**src/core/igs_map.svh**
```systemverilog
// register map, field positions and reset values of the interrupt gating block
// assumes a 32-bit apb slave, one aligned word per register
`ifndef IGS_MAP_SVH
`define IGS_MAP_SVH
// byte addresses of the registers
`define IGS_ADDR_IRQ_ENABLE_MASK 12'h000
`define IGS_ADDR_IRQ_PENDING_STATUS 12'h004
`define IGS_ADDR_PORT_A_CONTROL 12'h008
`define IGS_ADDR_PORT_B_CONTROL 12'h00c
`define IGS_ADDR_NMI_ENABLE 12'h010
`define IGS_ADDR_RAW_STATUS 12'h014
// pending/enable bit positions (maskable sources of the sound/serial unit)
`define IGS_BIT_TIMER1 0
`define IGS_BIT_TIMER2 1
`define IGS_BIT_TIMER4 2
`define IGS_BIT_SER_OUT_COMPLETE 3
`define IGS_BIT_SER_OUT_NEEDED 4
`define IGS_BIT_SER_IN_READY 5
`define IGS_BIT_KEY_PRESSED 6
`define IGS_BIT_BREAK_KEY 7
// positions of the pins inside the synchronised level vector; the event
// bundle is packed with the sound/serial byte on top and system reset at 0
`define IGS_LVL_WIDTH 14
`define IGS_LVL_SOUND_HI 13
`define IGS_LVL_SOUND_LO 6
`define IGS_LVL_SHIFT_IDLE 5
`define IGS_LVL_PROCEED 4
`define IGS_LVL_INTERRUPT 3
`define IGS_LVL_DLIST 2
`define IGS_LVL_VBLANK 1
`define IGS_LVL_SYSRST 0
// parallel port control fields
`define IGS_PCTL_ENABLE 0
`define IGS_PCTL_STATUS 7
// nonmaskable enable fields; system reset has no enable, 2 is its raw status bit
`define IGS_NMI_DLIST 0
`define IGS_NMI_VBLANK 1
`define IGS_NMI_SYSRST 2
// reset values
`define IGS_RST_BYTE 8'h00
`define IGS_RST_NMI_EN 2'h0
`define IGS_RST_ZERO 32'h0000_0000
`endif

```
**src/core/igs_pkg.sv**
```systemverilog
// types shared by the interrupt gating block
// assumes igs_map.svh supplies the numbers
package igs_pkg;
  // apb request as seen by the slave
  typedef struct packed {
    logic psel;
    logic penable;
    logic pwrite;
    logic [11:0] paddr;
    logic [31:0] pwdata;
  } igs_apb_req_t;
  // raw event inputs of all sources
  typedef struct packed {
    logic [7:0] sound_evt;   // one bit per maskable sound/serial source
    logic ser_shift_busy_n;  // high while transmit shift register is empty
    logic proceed_evt;       // serial bus proceed line event
    logic interrupt_evt;     // serial bus interrupt line event
    logic dlist_evt;         // display list nonmaskable event
    logic vblank_evt;        // vertical blank nonmaskable event
    logic sys_reset_evt;     // system reset key event
  } igs_events_t;
endpackage : igs_pkg

```
**src/core/igs_sync.sv**
```systemverilog
// two-flop synchroniser for pin level inputs
// assumes one clock, synchronous reset
module igs_sync (
  input wire logic ref_clk,
  input wire logic srst,
  input wire logic d,
  output logic q
);
  logic meta_r; // first stage, read only by the second
  // plain two-stage chain
  always_ff @(posedge ref_clk) begin
    if (srst) begin
      meta_r <= 1'b0;
      q <= 1'b0;
    end else begin
      meta_r <= d;
      q <= meta_r;
    end
  end
endmodule // igs_sync

```
**src/core/igs_port_ctl.sv**
```systemverilog
// one parallel port control register with its interrupt input
// assumes a synchronised one-cycle event and decoded write/read strobes
`include "igs_map.svh"
module igs_port_ctl (
  input wire logic ref_clk,
  input wire logic srst,
  input wire logic evt,
  input wire logic wr,
  input wire logic rd,
  input wire logic [7:0] wdata,
  output logic [7:0] ctl,
  output logic irq
);
  typedef struct packed {
    logic [6:0] bits; // enable and user bits 6:0
    logic flag;       // interrupt status, bit 7
  } igs_pctl_st_t;
  igs_pctl_st_t st_r;
  igs_pctl_st_t st_nxt;
  // write keeps the flag; read clears it; a new event wins over the read
  always_comb begin
    st_nxt = st_r;
    if (wr) begin
      st_nxt.bits = wdata[6:0];
    end
    if (rd) begin
      st_nxt.flag = 1'b0;
    end
    if (evt) begin
      st_nxt.flag = 1'b1;
    end
  end
  // state register
  always_ff @(posedge ref_clk) begin
    if (srst) begin
      st_r <= '0;
    end else begin
      st_r <= st_nxt;
    end
  end
  assign ctl = {st_r.flag, st_r.bits};
  assign irq = st_r.flag & st_r.bits[`IGS_PCTL_ENABLE];
endmodule // igs_port_ctl

```
**src/core/igs_gate.sv**
```systemverilog
// interrupt gating and status for a home computer: apb registers,
// maskable request to the processor and nonmaskable request.
// assumes one 50 MHz clock, synchronous reset, event pins asynchronous.
`include "igs_map.svh"
module igs_gate (
  input wire logic ref_clk,
  input wire logic srst,
  input wire logic psel,
  input wire logic penable,
  input wire logic pwrite,
  input wire logic [11:0] paddr,
  input wire logic [31:0] pwdata,
  output logic [31:0] prdata,
  output logic pready,
  output logic pslverr,
  input wire logic [7:0] sound_evt,
  input wire logic ser_shift_busy_n,
  input wire logic proceed_evt,
  input wire logic interrupt_evt,
  input wire logic dlist_evt,
  input wire logic vblank_evt,
  input wire logic sys_reset_evt,
  output logic irq_n,
  output logic nmi_n
);
  // pin map of the synchronised level vector, top bit first:
  //   13..6  sound/serial event byte, one bit per maskable source
  //   5      transmit shifter idle level, feeds status bit 3 live
  //   4      serial bus proceed line, sets the port a flag
  //   3      serial bus interrupt line, sets the port b flag
  //   2      display list event
  //   1      vertical blank event
  //   0      system reset key
  // the order follows the packed event bundle, so the bundle and this
  // vector must change together; the map header names every position
  //
  // timing of an event pin, counted in rising edges of ref_clk:
  //   edge 1  first synchroniser flop takes the pin
  //   edge 2  second flop, the level becomes visible to logic
  //   edge 3  the rising edge is seen and the status bit latches
  //   edge 4  the registered request line falls
  // a pin must therefore stay high across at least one edge, or the
  // synchroniser may never see it; a shorter glitch is lost on purpose
  //
  // bus side:
  //   the slave never waits, pready is tied high
  //   read data is chosen in the setup phase and registered, so it
  //   stands through the whole access phase
  //   writes land at the edge that closes the access phase
  //   reads of a port control register clear its flag at that same edge
  //
  // maskable status:
  //   a zero written to an enable bit drops its pending bit
  //   an event in the same cycle as that write still latches (set wins)
  //   bit 3 is never latched; it mirrors the transmit shifter level
  //
  // nonmaskable status:
  //   display list and vertical blank are gated by their enable bits
  //   system reset has no enable and always reaches the processor
  //   software clears pending bits by writing ones to the raw status
  //
  // limitation: the request outputs are registered, so a cleared status
  // is seen on the request pin one edge later than in the status register
  //
  // all block state in one struct
  typedef struct packed {
    logic [7:0] en;         // irq_enable_mask, write-only
    logic [7:0] pend;       // latched maskable status
    logic [1:0] nmi_en;     // display list and vertical blank enables
    logic [2:0] nmi_pend;   // reset, vblank, dlist latched
    logic [13:0] evt_d;     // previous synchronised levels for edge detect
    logic [31:0] rdata;     // read data register
    logic irq;              // registered maskable request
    logic nmi;              // registered nonmaskable request
  } igs_state_t;
  igs_state_t s_r;
  igs_state_t s_nxt;
  igs_pkg::igs_apb_req_t req;  // bundled bus request
  igs_pkg::igs_events_t ev_raw; // raw pins
  logic [13:0] lvl;             // synchronised pin levels
  logic [13:0] rise;            // rising edges of the levels
  logic [7:0] pa_ctl;           // port a control read value
  logic [7:0] pb_ctl;           // port b control read value
  logic pa_irq;                 // port a gated request
  logic pb_irq;                 // port b gated request
  logic wr_acc;                 // write access phase
  logic rd_acc;                 // read access phase
  logic [7:0] live_pend;        // pending with live bit 3
  assign req = '{psel: psel, penable: penable, pwrite: pwrite, paddr: paddr,
                 pwdata: pwdata};
  // pins gathered in one bundle; field order fixes the level vector
  assign ev_raw = '{
    sound_evt: sound_evt,
    ser_shift_busy_n: ser_shift_busy_n,
    proceed_evt: proceed_evt,
    interrupt_evt: interrupt_evt,
    dlist_evt: dlist_evt,
    vblank_evt: vblank_evt,
    sys_reset_evt: sys_reset_evt
  };
  // every pin passes two flops before any logic looks at it
  genvar gi;
  generate
    for (gi = 0; gi < `IGS_LVL_WIDTH; gi++) begin : g_sync
      igs_sync u_sync (
        .ref_clk(ref_clk),
        .srst(srst),
        .d(ev_raw[gi]),
        .q(lvl[gi])
      );
    end
  endgenerate
  // events are taken on rising edges so a held line does not retrigger
  assign rise = lvl & ~s_r.evt_d;
  // zero-wait slave: access phase completes at once
  assign wr_acc = req.psel & req.penable & req.pwrite;
  assign rd_acc = req.psel & req.penable & ~req.pwrite;
  // port a fed by proceed line
  igs_port_ctl u_port_a (
    .ref_clk(ref_clk),
    .srst(srst),
    .evt(rise[`IGS_LVL_PROCEED]),
    .wr(wr_acc & (req.paddr == `IGS_ADDR_PORT_A_CONTROL)),
    .rd(rd_acc & (req.paddr == `IGS_ADDR_PORT_A_CONTROL)),
    .wdata(req.pwdata[7:0]),
    .ctl(pa_ctl),
    .irq(pa_irq)
  );
  // port b fed by interrupt line
  igs_port_ctl u_port_b (
    .ref_clk(ref_clk),
    .srst(srst),
    .evt(rise[`IGS_LVL_INTERRUPT]),
    .wr(wr_acc & (req.paddr == `IGS_ADDR_PORT_B_CONTROL)),
    .rd(rd_acc & (req.paddr == `IGS_ADDR_PORT_B_CONTROL)),
    .wdata(req.pwdata[7:0]),
    .ctl(pb_ctl),
    .irq(pb_irq)
  );
  // bit 3 follows the shift register
  always_comb begin
    live_pend = s_r.pend;
    live_pend[`IGS_BIT_SER_OUT_COMPLETE] = lvl[`IGS_LVL_SHIFT_IDLE];
  end
  // next-state logic: events, register writes, read data, requests
  always_comb begin
    s_nxt = s_r;
    s_nxt.evt_d = lvl;
    if (wr_acc && req.paddr == `IGS_ADDR_IRQ_ENABLE_MASK) begin
      s_nxt.en = req.pwdata[7:0];
      s_nxt.pend = s_r.pend & req.pwdata[7:0];
    end
    s_nxt.pend = s_nxt.pend | rise[`IGS_LVL_SOUND_HI:`IGS_LVL_SOUND_LO];
    s_nxt.pend[`IGS_BIT_SER_OUT_COMPLETE] = 1'b0;
    if (wr_acc && req.paddr == `IGS_ADDR_NMI_ENABLE) begin
      s_nxt.nmi_en = req.pwdata[1:0];
      s_nxt.nmi_pend = s_r.nmi_pend & {1'b1, req.pwdata[`IGS_NMI_VBLANK],
                                       req.pwdata[`IGS_NMI_DLIST]};
    end
    // nmi status clears by writing ones to the raw status register
    if (wr_acc && req.paddr == `IGS_ADDR_RAW_STATUS) begin
      s_nxt.nmi_pend = s_nxt.nmi_pend & ~req.pwdata[2:0];
    end
    // pending order is reset, vblank, dlist from the top
    s_nxt.nmi_pend = s_nxt.nmi_pend | {rise[`IGS_LVL_SYSRST],
                                       rise[`IGS_LVL_VBLANK],
                                       rise[`IGS_LVL_DLIST]};
    // read data mux; unmapped and write-only read zero
    s_nxt.rdata = `IGS_RST_ZERO;
    if (req.psel && !req.penable && !req.pwrite) begin
      unique case (req.paddr)
        `IGS_ADDR_IRQ_ENABLE_MASK: begin
          s_nxt.rdata = `IGS_RST_ZERO;
        end
        // pending status with the live shifter bit merged in
        `IGS_ADDR_IRQ_PENDING_STATUS: begin
          s_nxt.rdata = {24'h00_0000, live_pend};
        end
        // port a flag is read here and cleared in the access phase
        `IGS_ADDR_PORT_A_CONTROL: begin
          s_nxt.rdata = {24'h00_0000, pa_ctl};
        end
        // port b flag is read here and cleared in the access phase
        `IGS_ADDR_PORT_B_CONTROL: begin
          s_nxt.rdata = {24'h00_0000, pb_ctl};
        end
        // nonmaskable enables read back as written
        `IGS_ADDR_NMI_ENABLE: begin
          s_nxt.rdata = {30'h0000_0000, s_r.nmi_en};
        end
        // nonmaskable pending bits, reset on top
        `IGS_ADDR_RAW_STATUS: begin
          s_nxt.rdata = {29'h0000_0000, s_r.nmi_pend};
        end
        // unmapped offsets read zero, no error
        default: begin
          s_nxt.rdata = `IGS_RST_ZERO;
        end
      endcase
    end else if (req.psel && req.penable) begin
      s_nxt.rdata = s_r.rdata;
    end
    s_nxt.irq = (|(live_pend & s_r.en)) | pa_irq | pb_irq;
    s_nxt.nmi = s_r.nmi_pend[2] |
                (s_r.nmi_pend[1] & s_r.nmi_en[`IGS_NMI_VBLANK]) |
                (s_r.nmi_pend[0] & s_r.nmi_en[`IGS_NMI_DLIST]);
  end
  // state register
  always_ff @(posedge ref_clk) begin
    if (srst) begin
      s_r <= '0;
    end else begin
      s_r <= s_nxt;
    end
  end
  assign prdata = s_r.rdata;
  assign pready = 1'b1;
  assign pslverr = 1'b0;
  assign irq_n = ~s_r.irq;
  assign nmi_n = ~s_r.nmi;
endmodule // igs_gate

```
**config.mk**
```make
export PLATFORM = sky130hd
export DESIGN_NAME = igs_gate
export DESIGN_NICKNAME = d
export VERILOG_FILES = /design/src/core/igs_pkg.sv /design/src/core/igs_sync.sv /design/src/core/igs_port_ctl.sv /design/src/core/igs_gate.sv
export VERILOG_INCLUDE_DIRS = /design/src /design/src/core
export SDC_FILE = /design/constraint.sdc
export NUM_CORES = 1
export LEC_CHECK = 0
export BUFFER_PORTS_ARGS = -buffer_cell sky130_fd_sc_hd__buf_2
export CORE_MARGIN = 2
export CORE_UTILIZATION = 37
export DETAILED_ROUTE_END_ITERATION = 16
export PLACE_DENSITY_LB_ADDON = 0.1
export SYNTH_ARGS = -nofsm -noshare
export SYNTH_HDL_FRONTEND = slang
export SYNTH_HIERARCHICAL = 1
export SYNTH_SLANG_ARGS = --single-unit
export TNS_END_PERCENT = 1
```
**constraint.sdc**
```tcl
create_clock -name ref_clk -period 4.74 [get_ports ref_clk]
set_input_delay 0.237 -clock ref_clk [delete_from_list [all_inputs] [get_ports ref_clk]]
set_output_delay 0.237 -clock ref_clk [all_outputs]
set_load 0.005 [all_outputs]
```
==> reports/summary.log, run 1 <==
[run_status] run status finished clean
[floorplanning] Core Area 9196 um^2
[floorplanning] width of the die 101.1 um
[route] post-DR vias/cell 4.846
[yosys] cells after synthesis 362
[power] leakage power summed over all cells 1.408 nW
[global_route] via count of the first global-routing pass 2170
[floorplanning] standard-cell rows 35
[clock_network] maximum clock insertion buffer count 2
[place] final weighted congestion in routability-driven placement 0.7787
[yosys] sequential fraction of the synthesis area 48.22%
[sta] time the worst path needs with I/O delays and setup 2.367 ns
[clock_network] CTS H-Tree Depth 3
[layout] diodes inserted 0
[layout] most common cell after layout, fill and taps aside sky130_fd_sc_hd__dfxtp_1
[worst_setup_path] Worst Path Class, Setup input port to register
[power] power spent charging and discharging nets 0.0002977 W
[layout] final cell count without fillers 505
[yosys] count of cell types in the netlist 41
[floorplanning] Initial Utilization 37.92%
[power] power density over cell area 333.6 nW/um^2
[layout] fin nets 454
[yosys] Post-Syn Area 3487 um^2
[yosys] syn_area_per_cell 9.633 um^2
[route] Detailed Route WL 7.015 mm
[floorplanning] full die area 10220 um^2
[sta] Final Worst Setup Slack 2.373 ns
[clock_network] post-CTS repair timing setup buffer count 0
[sta] setup TNS after final layout 0 ns
[sta] final worst path period share 49.94%
[global_route] maximum number of pins on one net before global-route repair 57
[run] Maximum Capacitance Violations 0
[layout] final std cell area, no fill 3757 um^2
[yosys] yosys warns 6
[route] number of iterations in the first detailed-routing pass 6
[worst_setup_path] Max FO, Critical Path 9
[power] Clk network pwr share 34.9%
[layout] core occupancy in the finished layout 40.86%
[place] count of buffers from port buffering 47
[place] total placed instance area 3600 um^2
[min_path] worst hold-check path type input port to register
[route] number of remaining DRC errors 0
[power] share of power burned in registers 58.4%
[worst_setup_path] required time of the critical path 4.96 ns
[floorplanning] I/O pins 99
[worst_setup_path] Worst Path Arrival 2.58 ns
[global_route] wire length of the first global-routing pass 11.12 mm
[sta] setup repair after global routing missed its margin false
[layout] most frequent cells in the layout 84 x sky130_fd_sc_hd__dfxtp_1, 47 x sky130_fd_sc_hd__buf_2, 41 x sky130_fd_sc_hd__nor2b_1
[yosys] async set or reset register ratio after synthesis 0%
[global_route] aggregate global routing overflow 0
[place] DP Wirelength 4.816 mm
[yosys] number of synthesized flops with an enable pin 0
[sta] count of pins over their slew limit 0
[yosys] flip-flop cell with the highest count after synthesis sky130_fd_sc_hd__dfxtp_1
[clock_network] number of buffers added by the clock tree synthesis step 9
[sta] headroom to the max-slew limit 20.66%
[route] antenna viol nets, final 0
[clock_network] TritonCTS Sinks 84
[clock_network] number of hold-repair buffers added at the cts stage 0
[route] vias after detailed routing 2447
[clock_network] Post-CTS Resized 0
[power] share of power burned in combinational logic 6.7%
[power] switching part of the total power 23.75%
[clock_network] clock tree root buffer cell sky130_fd_sc_hd__clkbuf_8
[layout] share of cells above drive strength 1 17.01%
[layout] layout-stage area growth over the synthesis result 7.750%
[yosys] Yosys reg bits 84
[sta] measured slew at the worst slew-check pin 1.187 ns
[power] total internal power 0.0009556 W
[worst_setup_path] sort of element at the end of the critical path register
[floorplanning] die height 101.1 um
[sta] number of hold violations in the final report 0
[clock_network] clock tree from TritonCTS yes
[place] pre-CTS worst setup slack 2.008 ns
[sta] Final setup violation count 0
[worst_setup_path] startpoint class of the critical path input port
[place] Post-Place Cells 491
[sta] Max Fclk 0.4225 GHz
[clock_network] Skew-Pair Late Insertion Delay 0.35 ns
[route] per-cell routed wire length 13.89 um
[sta] worst clock skew on the final layout 0.005687 ns
[global_route] global-route total usage across every layer 14.33%
[global_route] antenna violations before repair 0
[power] Max IR drop VDD 0.0001231 V
[clock_network] clock slew at the register clock pins of the worst setup and hold paths 0.08 ns
[route] Iter 0 DRT Violations 139
[per-layer routing]
| metal | part of all wire, % | global-route usage (%) | vias to the layer above |
|---|---|---|---|
| met5 | 0 | 0 | - |
| met4 | 1.8 | 6.237 | 0 |
| met3 | 5.5 | 3.398 | 10 |
| met2 | 43 | 20.78 | 65 |
| met1 | 50 | 20.19 | 1136 |
| li1 | - | - | 1236 |
[registers in the layout, summed over array words and instances (netlist names)]
signal                cells
g_sync.u_sync/meta_r     13
g_sync.u_sync/q          13
live_pend                 7
prdata                    8
s_r                      27
u_port_a/ctl              8
u_port_b/ctl              8
[cells by family after synthesis]
group | after synthesis | synth area share [%]
buf+inv | 59 | 10.84
compound gates | 67 | 12.38
simple gates | 123 | 20.67
flops | 84 | 48.22
mux | 25 | 7.176
xor+xnor | 2 | 0.5024
other cells | 2 | 0.2154
[Yosys cell counts, drive strengths merged, types with 2 or more instances]
| cell | n | area (um^2) |
|---|---|---|
| a31oi | 3 | 18.77 |
| or4 | 2 | 22.52 |
| nor3 | 4 | 25.02 |
| dfxtp | 84 | 1682 |
| inv | 5 | 18.77 |
| clkbuf | 10 | 37.54 |
| nand3 | 15 | 75.07 |
| o31ai | 2 | 15.01 |
| nor2 | 20 | 75.07 |
| o21ai | 13 | 65.06 |
| o41ai | 7 | 76.32 |
| buf | 44 | 321.5 |
| conb | 2 | 7.510 |
| xor2 | 2 | 17.52 |
| nand4b | 3 | 26.28 |
| a221oi | 2 | 17.52 |
| o2bb2ai | 5 | 43.79 |
| o22ai | 3 | 18.77 |
| a21oi | 28 | 140.1 |
| mux2i | 25 | 250.2 |
| nor2b | 41 | 256.5 |
| nand2b | 17 | 106.4 |
| and2 | 4 | 25.02 |
| nand3b | 2 | 15.01 |
| nand2 | 8 | 30.03 |
[power groups by stage]
stage / combinational, W / sequential [W] / clock [W]
finish: 0.0000843 / 0.000732 / 0.000437
global placement: 0.0000837 / 0.000749 / 0
detailed placement: 0.0000846 / 0.000749 / 0
global route: 0.0000948 / 0.000734 / 0.000484
floorplan: 0.0000667 / 0.000746 / 0
CTS: 0.0000849 / 0.000732 / 0.000451
[worst paths after layout]
kind	startpoint	end	slack (ns)	cells after the start
worst min-delay path	sound_evt[5]	g_sync[11].u_sync/meta_r$_SDFF_PP0_	0.09	2
worst max register to register	s_r[48]$_SDFF_PP0_	prdata[0]$_SDFFE_PP0P_	3.65	4
worst max-delay path	paddr[7]	u_port_a/ctl[1]$_SDFFE_PP0P_	2.37	7
worst min register to register	g_sync[1].u_sync/meta_r$_SDFF_PP0_	g_sync[1].u_sync/q$_SDFF_PP0_	0.44	1
[metrics by stage]
stage | total power, W | hold slack, ns
floorplan | 0.0008124 | 0.3086
global placement | 0.0008324 | 0.4175
detailed placement | 0.0008334 | 0.4204
CTS | 0.001268 | 0.08276
global route | 0.001313 | 0.08240
finish | 0.001253 | 0.09332
[worst max-delay path, stage by stage]
cell                      delay (ns)
sky130_fd_sc_hd__buf_2          0.09
sky130_fd_sc_hd__or4_4          0.56
sky130_fd_sc_hd__nor3_2         0.45
sky130_fd_sc_hd__nand3_1        0.20
sky130_fd_sc_hd__nor2_1         0.72
sky130_fd_sc_hd__mux2i_1        0.26
sky130_fd_sc_hd__nor2_1         0.05
[area by class of cell]
cell class | instances | area (um^2)
Sequential cell | 84 | 1682
Tap cell | 111 | 138.9
Inverter | 5 | 18.77
Clock buffer | 12 | 145.1
Fill cell | 951 | 5439
Timing Repair Buffer | 48 | 242.7
Clock inverter | 2 | 12.51
Multi-Input combinational cell | 243 | 1518
(Power assumes the default switching activity.)
==> run 2, diff against run 1 <==
- clock period: 4.74 -> 2.2 ns (I/O delays scaled with it)
==> run 2 against run 1 <==
Effect of this change:
- via count is 1.5% higher
- first-iteration DRC count up 29%
- utilization up 2.7 points
- routed wire length grew 1.4%
- clock power increased to 2.7 times the previous value
- combinational power rose by 140%
- global-route usage rose by 0.46 points
- register-to-register slack got worse by 2.5 ns
- hold slack lost 0.049 ns
- critical endpoint is now live_pend[0]$_SDFF_PP0_
- largest cell class unchanged
- largest power group unchanged
==> reports/summary.log, run 2 (synthesis gave the netlist of run 1 again) <==
[global_route] antenna violations before repair 0
[place] count of buffers from port buffering 47
[sta] Final setup violation count 0
[worst_setup_path] required time of the critical path 2.41 ns
[sta] setup TNS after final layout 0 ns
[sta] headroom to the max-slew limit 60.27%
[clock_network] clock tree root buffer cell sky130_fd_sc_hd__clkbuf_8
[floorplanning] I/O pins 99
[layout] diodes inserted 0
[route] antenna viol nets, final 0
[sta] setup repair after global routing missed its margin false
[place] DP Wirelength 4.829 mm
[layout] fin nets 474
[layout] final cell count without fillers 527
[clock_network] maximum clock insertion buffer count 2
[route] Detailed Route WL 7.114 mm
[clock_network] post-CTS repair timing setup buffer count 0
[layout] max FFs per register 27
[sta] number of hold violations in the final report 0
[sta] time the worst path needs with I/O delays and setup 1.685 ns
[clock_network] clock tree from TritonCTS yes
[worst_setup_path] Worst Path Arrival 1.89 ns
[floorplanning] full die area 10220 um^2
[clock_network] Post-CTS Resized 0
[floorplanning] width of the die 101.1 um
[sta] final worst path period share 76.58%
[clock_network] number of buffers added by the clock tree synthesis step 9
[global_route] wire length of the first global-routing pass 11.57 mm
[global_route] GR met2 Demand/Resource 21.34%
[route] vias after detailed routing 2484
[power] leakage power summed over all cells 1.529 nW
[clock_network] CTS H-Tree Depth 3
[place] final weighted congestion in routability-driven placement 0.7792
[floorplanning] Core Area 9196 um^2
[global_route] most heavily used metal layer in global routing met2
[layout] largest registers in the final layout s_r: 27 flops, g_sync.u_sync/meta_r: 13 flops, g_sync.u_sync/q: 13 flops
[clock_network] clock slew at the register clock pins of the worst setup and hold paths 0.08 ns
[global_route] GR Util met3 3.259%
[worst_setup_path] sort of element at the end of the critical path register
[clock_network] Skew-Pair Late Insertion Delay 0.34 ns
[min_path] worst hold-check path type input port to register
[global_route] met1 Use GR 20.88%
[layout] most common cell after layout, fill and taps aside sky130_fd_sc_hd__dfxtp_1
[route] number of remaining DRC errors 0
[route] number of iterations in the first detailed-routing pass 4
[worst_setup_path] Max FO, Critical Path 15
[route] per-cell routed wire length 13.50 um
[power] Max IR drop VDD 0.0002699 V
[floorplanning] standard-cell rows 35
[sta] Min Hold Slack 0.04384 ns
[layout] register with the most flip-flops s_r
[run] Maximum Capacitance Violations 0
[route] post-DR vias/cell 4.713
[sta] Max Fclk 0.5936 GHz
[layout] layout-stage area growth over the synthesis result 14.82%
[power] power density over cell area 736.9 nW/um^2
[route] Iter 0 DRT Violations 180
[run_status] run status finished clean
[global_route] via count of the first global-routing pass 2270
[sta] measured slew at the worst slew-check pin 0.5959 ns
[worst_setup_path] startpoint class of the critical path input port
[floorplanning] Initial Utilization 37.92%
[layout] most frequent cells in the layout 84 x sky130_fd_sc_hd__dfxtp_1, 47 x sky130_fd_sc_hd__buf_2, 41 x sky130_fd_sc_hd__nor2b_1
[sta] count of pins over their slew limit 0
[clock_network] TritonCTS Sinks 84
[place] pre-CTS worst setup slack 0.1417 ns
[global_route] global-route total usage across every layer 14.78%
[global_route] aggregate global routing overflow 0
[floorplanning] die height 101.1 um
[place] Post-Place Cells 498
[global_route] maximum number of pins on one net before global-route repair 56
[worst_setup_path] Worst Path Class, Setup input port to register
[layout] share of cells above drive strength 1 18.03%
[sta] Final Worst Setup Slack 0.5153 ns
[sta] worst clock skew on the final layout 0.005343 ns
run 2: where the power goes:
| part | internal [W] | total [W] | switching [W] |
|---|---|---|---|
| clock network | 0.000642 | 0.00117 | 0.000528 |
| registers | 0.00156 | 0.00158 | 0.0000182 |
| logic | 0.0000908 | 0.000203 | 0.000112 |
| total | 0.00229 | 0.00295 | 0.000659 |
run 2: repair_timing:
item                       CTS  global route
hold endpoints to repair    13             0
setup endpoints to repair    0             0
hold buffers                13             0
run 2: per-layer routing:
| layer | wire length, um | up-vias |
|---|---|---|
| met1 | 3437 | 1127 |
| met5 | 0 | - |
| li1 | - | 1275 |
| met4 | 116 | 0 |
| met2 | 3090 | 74 |
| met3 | 470 | 8 |
run 2: through the flow:
step	utilization (%)	power (W)	cell area, um^2
finish	43.54	0.002951	4004
CTS	43.54	0.002989	4004
global placement	39.85	0.001798	3665
detailed placement	39.85	0.001800	3665
floorplan	-	0.001750	3577
global route	43.54	0.003094	4004
run 2: area by class of cell:
cell class / instances / area, um^2
fillers: 962 / 5192
flip-flops and latches: 84 / 1682
multi-input cells: 243 / 1518
repair buffers: 68 / 437.9
well taps: 111 / 138.9
clock buffers: 12 / 135.1
clock inverters: 4 / 73.82
inverters: 5 / 18.77
run 2: worst max-delay path, cell delays in order:
cell	delay, ns
sky130_fd_sc_hd__buf_2	0.09
sky130_fd_sc_hd__or4_4	0.56
sky130_fd_sc_hd__or4b_1	0.53
sky130_fd_sc_hd__buf_4	0.21
sky130_fd_sc_hd__o41ai_1	0.27
sky130_fd_sc_hd__a21oi_1	0.11
run 2: path summary, 6_finish.rpt:
kind / from / endpoint / slack [ns] / depth (start not counted)
min: pwdata[7] / s_r[68]$_SDFFE_PP0N_ / 0.04 / 3
max: paddr[7] / live_pend[0]$_SDFF_PP0_ / 0.52 / 6
min reg2reg: g_sync[5].u_sync/meta_r$_SDFF_PP0_ / g_sync[5].u_sync/q$_SDFF_PP0_ / 0.44 / 1
max reg2reg: live_pend[1]$_SDFF_PP0_ / s_r[1]$_SDFF_PP0_ / 1.12 / 3
==> run 3, diff against run 2 <==
- clock period: 2.2 -> 1.4 ns (I/O delays scaled with it)
==> run 3 against run 2 <==
Effect of this change:
- the run now ends with negative setup slack left
- utilization increased by 3.1 points
- sequential power is 57% higher
- combinational power increased by 83%
- register-to-register slack lost 0.80 ns
- setup slack worse by 0.63 ns
- via count is 3.4% higher
- non-clock buffer count grew 22
- die area unchanged
- clock power is 67% higher
- clock-buffer cell count grew 1
==> reports/summary.log, run 3 (synthesis gave the netlist of run 1 again) <==
[route] per-cell routed wire length 13.14 um
[floorplanning] die height 101.1 um
[worst_setup_path] critical path's top delay family simple AND/OR/NAND/NOR gates
[floorplanning] full die area 10220 um^2
[worst_setup_path] startpoint class of the critical path input port
[place] DP Wirelength 5.149 mm
[place] Post-Place Cells 518
[worst_setup_path] buffers plus inverters on the worst setup path 2
[layout] core occupancy in the finished layout 46.68%
[global_route] global-route total usage across every layer 14.31%
[worst_setup_path] required time of the critical path 1.63 ns
[route] vias after detailed routing 2569
[clock_network] post-CTS repair timing setup buffer count 0
[route] Iter 0 DRT Violations 133
[route] number of iterations in the first detailed-routing pass 4
[layout] register with the most flip-flops s_r
[place] pre-CTS worst setup slack -0.5600 ns
[sta] final worst path period share 108.1%
[global_route] aggregate global routing overflow 0
[clock_network] number of buffers added by the clock tree synthesis step 9
[worst_setup_path] sort of element at the end of the critical path register
[worst_setup_path] Worst Path Class, Setup input port to register
[sta] setup repair after global routing missed its margin true
[global_route] GR Util met3 3.398%
[power] leakage power summed over all cells 1.670 nW
[worst_setup_path] Reg-to-Reg Start u_port_b/ctl[0]$_SDFFE_PP0P_
[place] final weighted congestion in routability-driven placement 0.7787
[sta] Final setup violation count 22
[clock_network] clock slew at the register clock pins of the worst setup and hold paths 0.08 ns
[worst_setup_path] Max FO, Critical Path 15
[worst_setup_path] reg-to-reg endpoint prdata[0]$_SDFFE_PP0P_
[min_path] end point of the worst hold path s_r[67]$_SDFFE_PP0N_
[layout] final cell count without fillers 549
[floorplanning] I/O pins 99
[global_route] antenna violations before repair 0
[clock_network] CTS H-Tree Depth 3
[min_path] Hold Path Origin pwdata[6]
[worst_setup_path] depth of the worst register-to-register path 4
[sta] number of hold violations in the final report 0
[worst_setup_path] Max stage delay cell, worst path sky130_fd_sc_hd__or4_4
[layout] max FFs per register 27
[layout] most common cell after layout, fill and taps aside sky130_fd_sc_hd__dfxtp_1
[floorplanning] width of the die 101.1 um
[worst_setup_path] delay contributed by the slowest stage of the critical path 0.56 ns
[global_route] most heavily used metal layer in global routing met2
[global_route] GR met2 Demand/Resource 20.89%
[worst_setup_path] slack of the worst reg-to-reg path 0.32 ns
[route] number of remaining DRC errors 0
[clock_network] clock tree root buffer cell sky130_fd_sc_hd__clkbuf_8
[clock_network] TritonCTS Sinks 84
[power] Max IR drop VDD 0.0005215 V
[sta] Final Worst Setup Slack -0.1130 ns
[global_route] met1 Use GR 19.80%
[layout] share of cells above drive strength 1 23.97%
[run_status] run status complete, but fails checks
[route] post-DR vias/cell 4.679
[floorplanning] Initial Utilization 37.92%
[layout] diodes inserted 0
[layout] most frequent cells in the layout 84 x sky130_fd_sc_hd__dfxtp_1, 46 x sky130_fd_sc_hd__buf_2, 41 x sky130_fd_sc_hd__nor2b_1
[global_route] via count of the first global-routing pass 2182
[power] total power draw 0.004797 W
[clock_network] clock tree from TritonCTS yes
[place] count of buffers from port buffering 47
[sta] count of pins over their slew limit 0
[global_route] wire length of the first global-routing pass 11.09 mm
[global_route] maximum number of pins on one net before global-route repair 60
[run_status] violated checks negative setup slack
[clock_network] Skew-Pair Late Insertion Delay 0.35 ns
[power] power density over cell area 1117 nW/um^2
[run] Maximum Capacitance Violations 0
[sta] Max Fclk 0.6609 GHz
[clock_network] maximum clock insertion buffer count 2
[sta] worst clock skew on the final layout 0.007774 ns
[sta] time the worst path needs with I/O delays and setup 1.513 ns
[min_path] Hold Path Depth 3
[route] Detailed Route WL 7.215 mm
[floorplanning] Core Area 9196 um^2
[layout] fin nets 496
[worst_setup_path] Cell Chain, Critical Path buf_6 > or4_4 > or4b_4 > buf_8 > o41ai_2 > a21oi_1
[worst_setup_path] Worst Path Arrival 1.74 ns
[layout] largest registers in the final layout s_r: 27 flops, g_sync.u_sync/meta_r: 13 flops, g_sync.u_sync/q: 13 flops
[min_path] worst hold-check path type input port to register
[layout] layout-stage area growth over the synthesis result 23.11%
[floorplanning] standard-cell rows 35
[route] antenna viol nets, final 0
run 3: final cells by class:
cell class | instances | area [um^2]
clock buffers | 13 | 158.9
clock inverters | 3 | 68.82
fillers | 896 | 4903
inverters | 5 | 18.77
multi-input cells | 243 | 1600
flip-flops and latches | 84 | 1682
well taps | 111 | 138.9
repair buffers | 90 | 625.6
run 3: what timing repair did:
action | in CTS | in global routing
gates resized for setup | 8 | 9
hold endpoints to repair | 15 | 0
hold buffers | 15 | 0
pin swaps | 0 | 3
setup endpoints to repair | 30 | 31
run 3: metrics by stage:
stage | setup TNS [ns] | hold WS (ns) | instance area [um^2]
6_report | -1.291 | 0.03704 | 4293
4_1_cts | -1.424 | 0.01084 | 4242
3_3_place_gp | -15.32 | 0.2763 | 3815
3_5_place_dp | -15.60 | 0.2817 | 3815
5_1_grt | -2.423 | 0.03821 | 4293
2_1_floorplan | -10.53 | 0.1416 | 3577
run 3: worst max-delay path by stage:
stage | startpoint | cells past startpoint | to | slack [ns]
after floorplan | paddr[7] | 6 | live_pend[5]$_SDFF_PP0_ | -0.39
after global placement | paddr[7] | 6 | live_pend[1]$_SDFF_PP0_ | -0.54
after detailed placement | paddr[7] | 6 | live_pend[7]$_SDFF_PP0_ | -0.56
after CTS | paddr[7] | 6 | live_pend[6]$_SDFF_PP0_ | -0.1
after global routing | paddr[8] | 6 | live_pend[6]$_SDFF_PP0_ | -0.16
final | paddr[8] | 6 | live_pend[6]$_SDFF_PP0_ | -0.11
run 3: power by group:
| part | internal, W | total [W] | switching [W] | leakage (nW) |
|---|---|---|---|---|
| Combinational | 0.000179 | 0.000371 | 0.000193 | 0.871 |
| Sequential | 0.00245 | 0.00248 | 0.0000301 | 0.685 |
| Clock | 0.00111 | 0.00195 | 0.000837 | 0.114 |
| Total | 0.00374 | 0.00480 | 0.00106 | 1.67 |
run 3: worst reg2reg max path, stage by stage, from the launching register on:
cell and delay [ns]:
sky130_fd_sc_hd__dfxtp_1 0.34, sky130_fd_sc_hd__mux2i_1 0.21, sky130_fd_sc_hd__o22ai_1 0.11, sky130_fd_sc_hd__a31oi_1 0.22, sky130_fd_sc_hd__o31ai_1 0.09
run 3: routing by layer:
| metal | vias up | routed length, um | share of wire [%] |
|---|---|---|---|
| met5 | - | 0 | 0 |
| met4 | 0 | 81 | 1.1 |
| met1 | 1171 | 3491 | 48 |
| met3 | 7 | 358 | 5.0 |
| li1 | 1323 | - | - |
| met2 | 68 | 3283 | 46 |
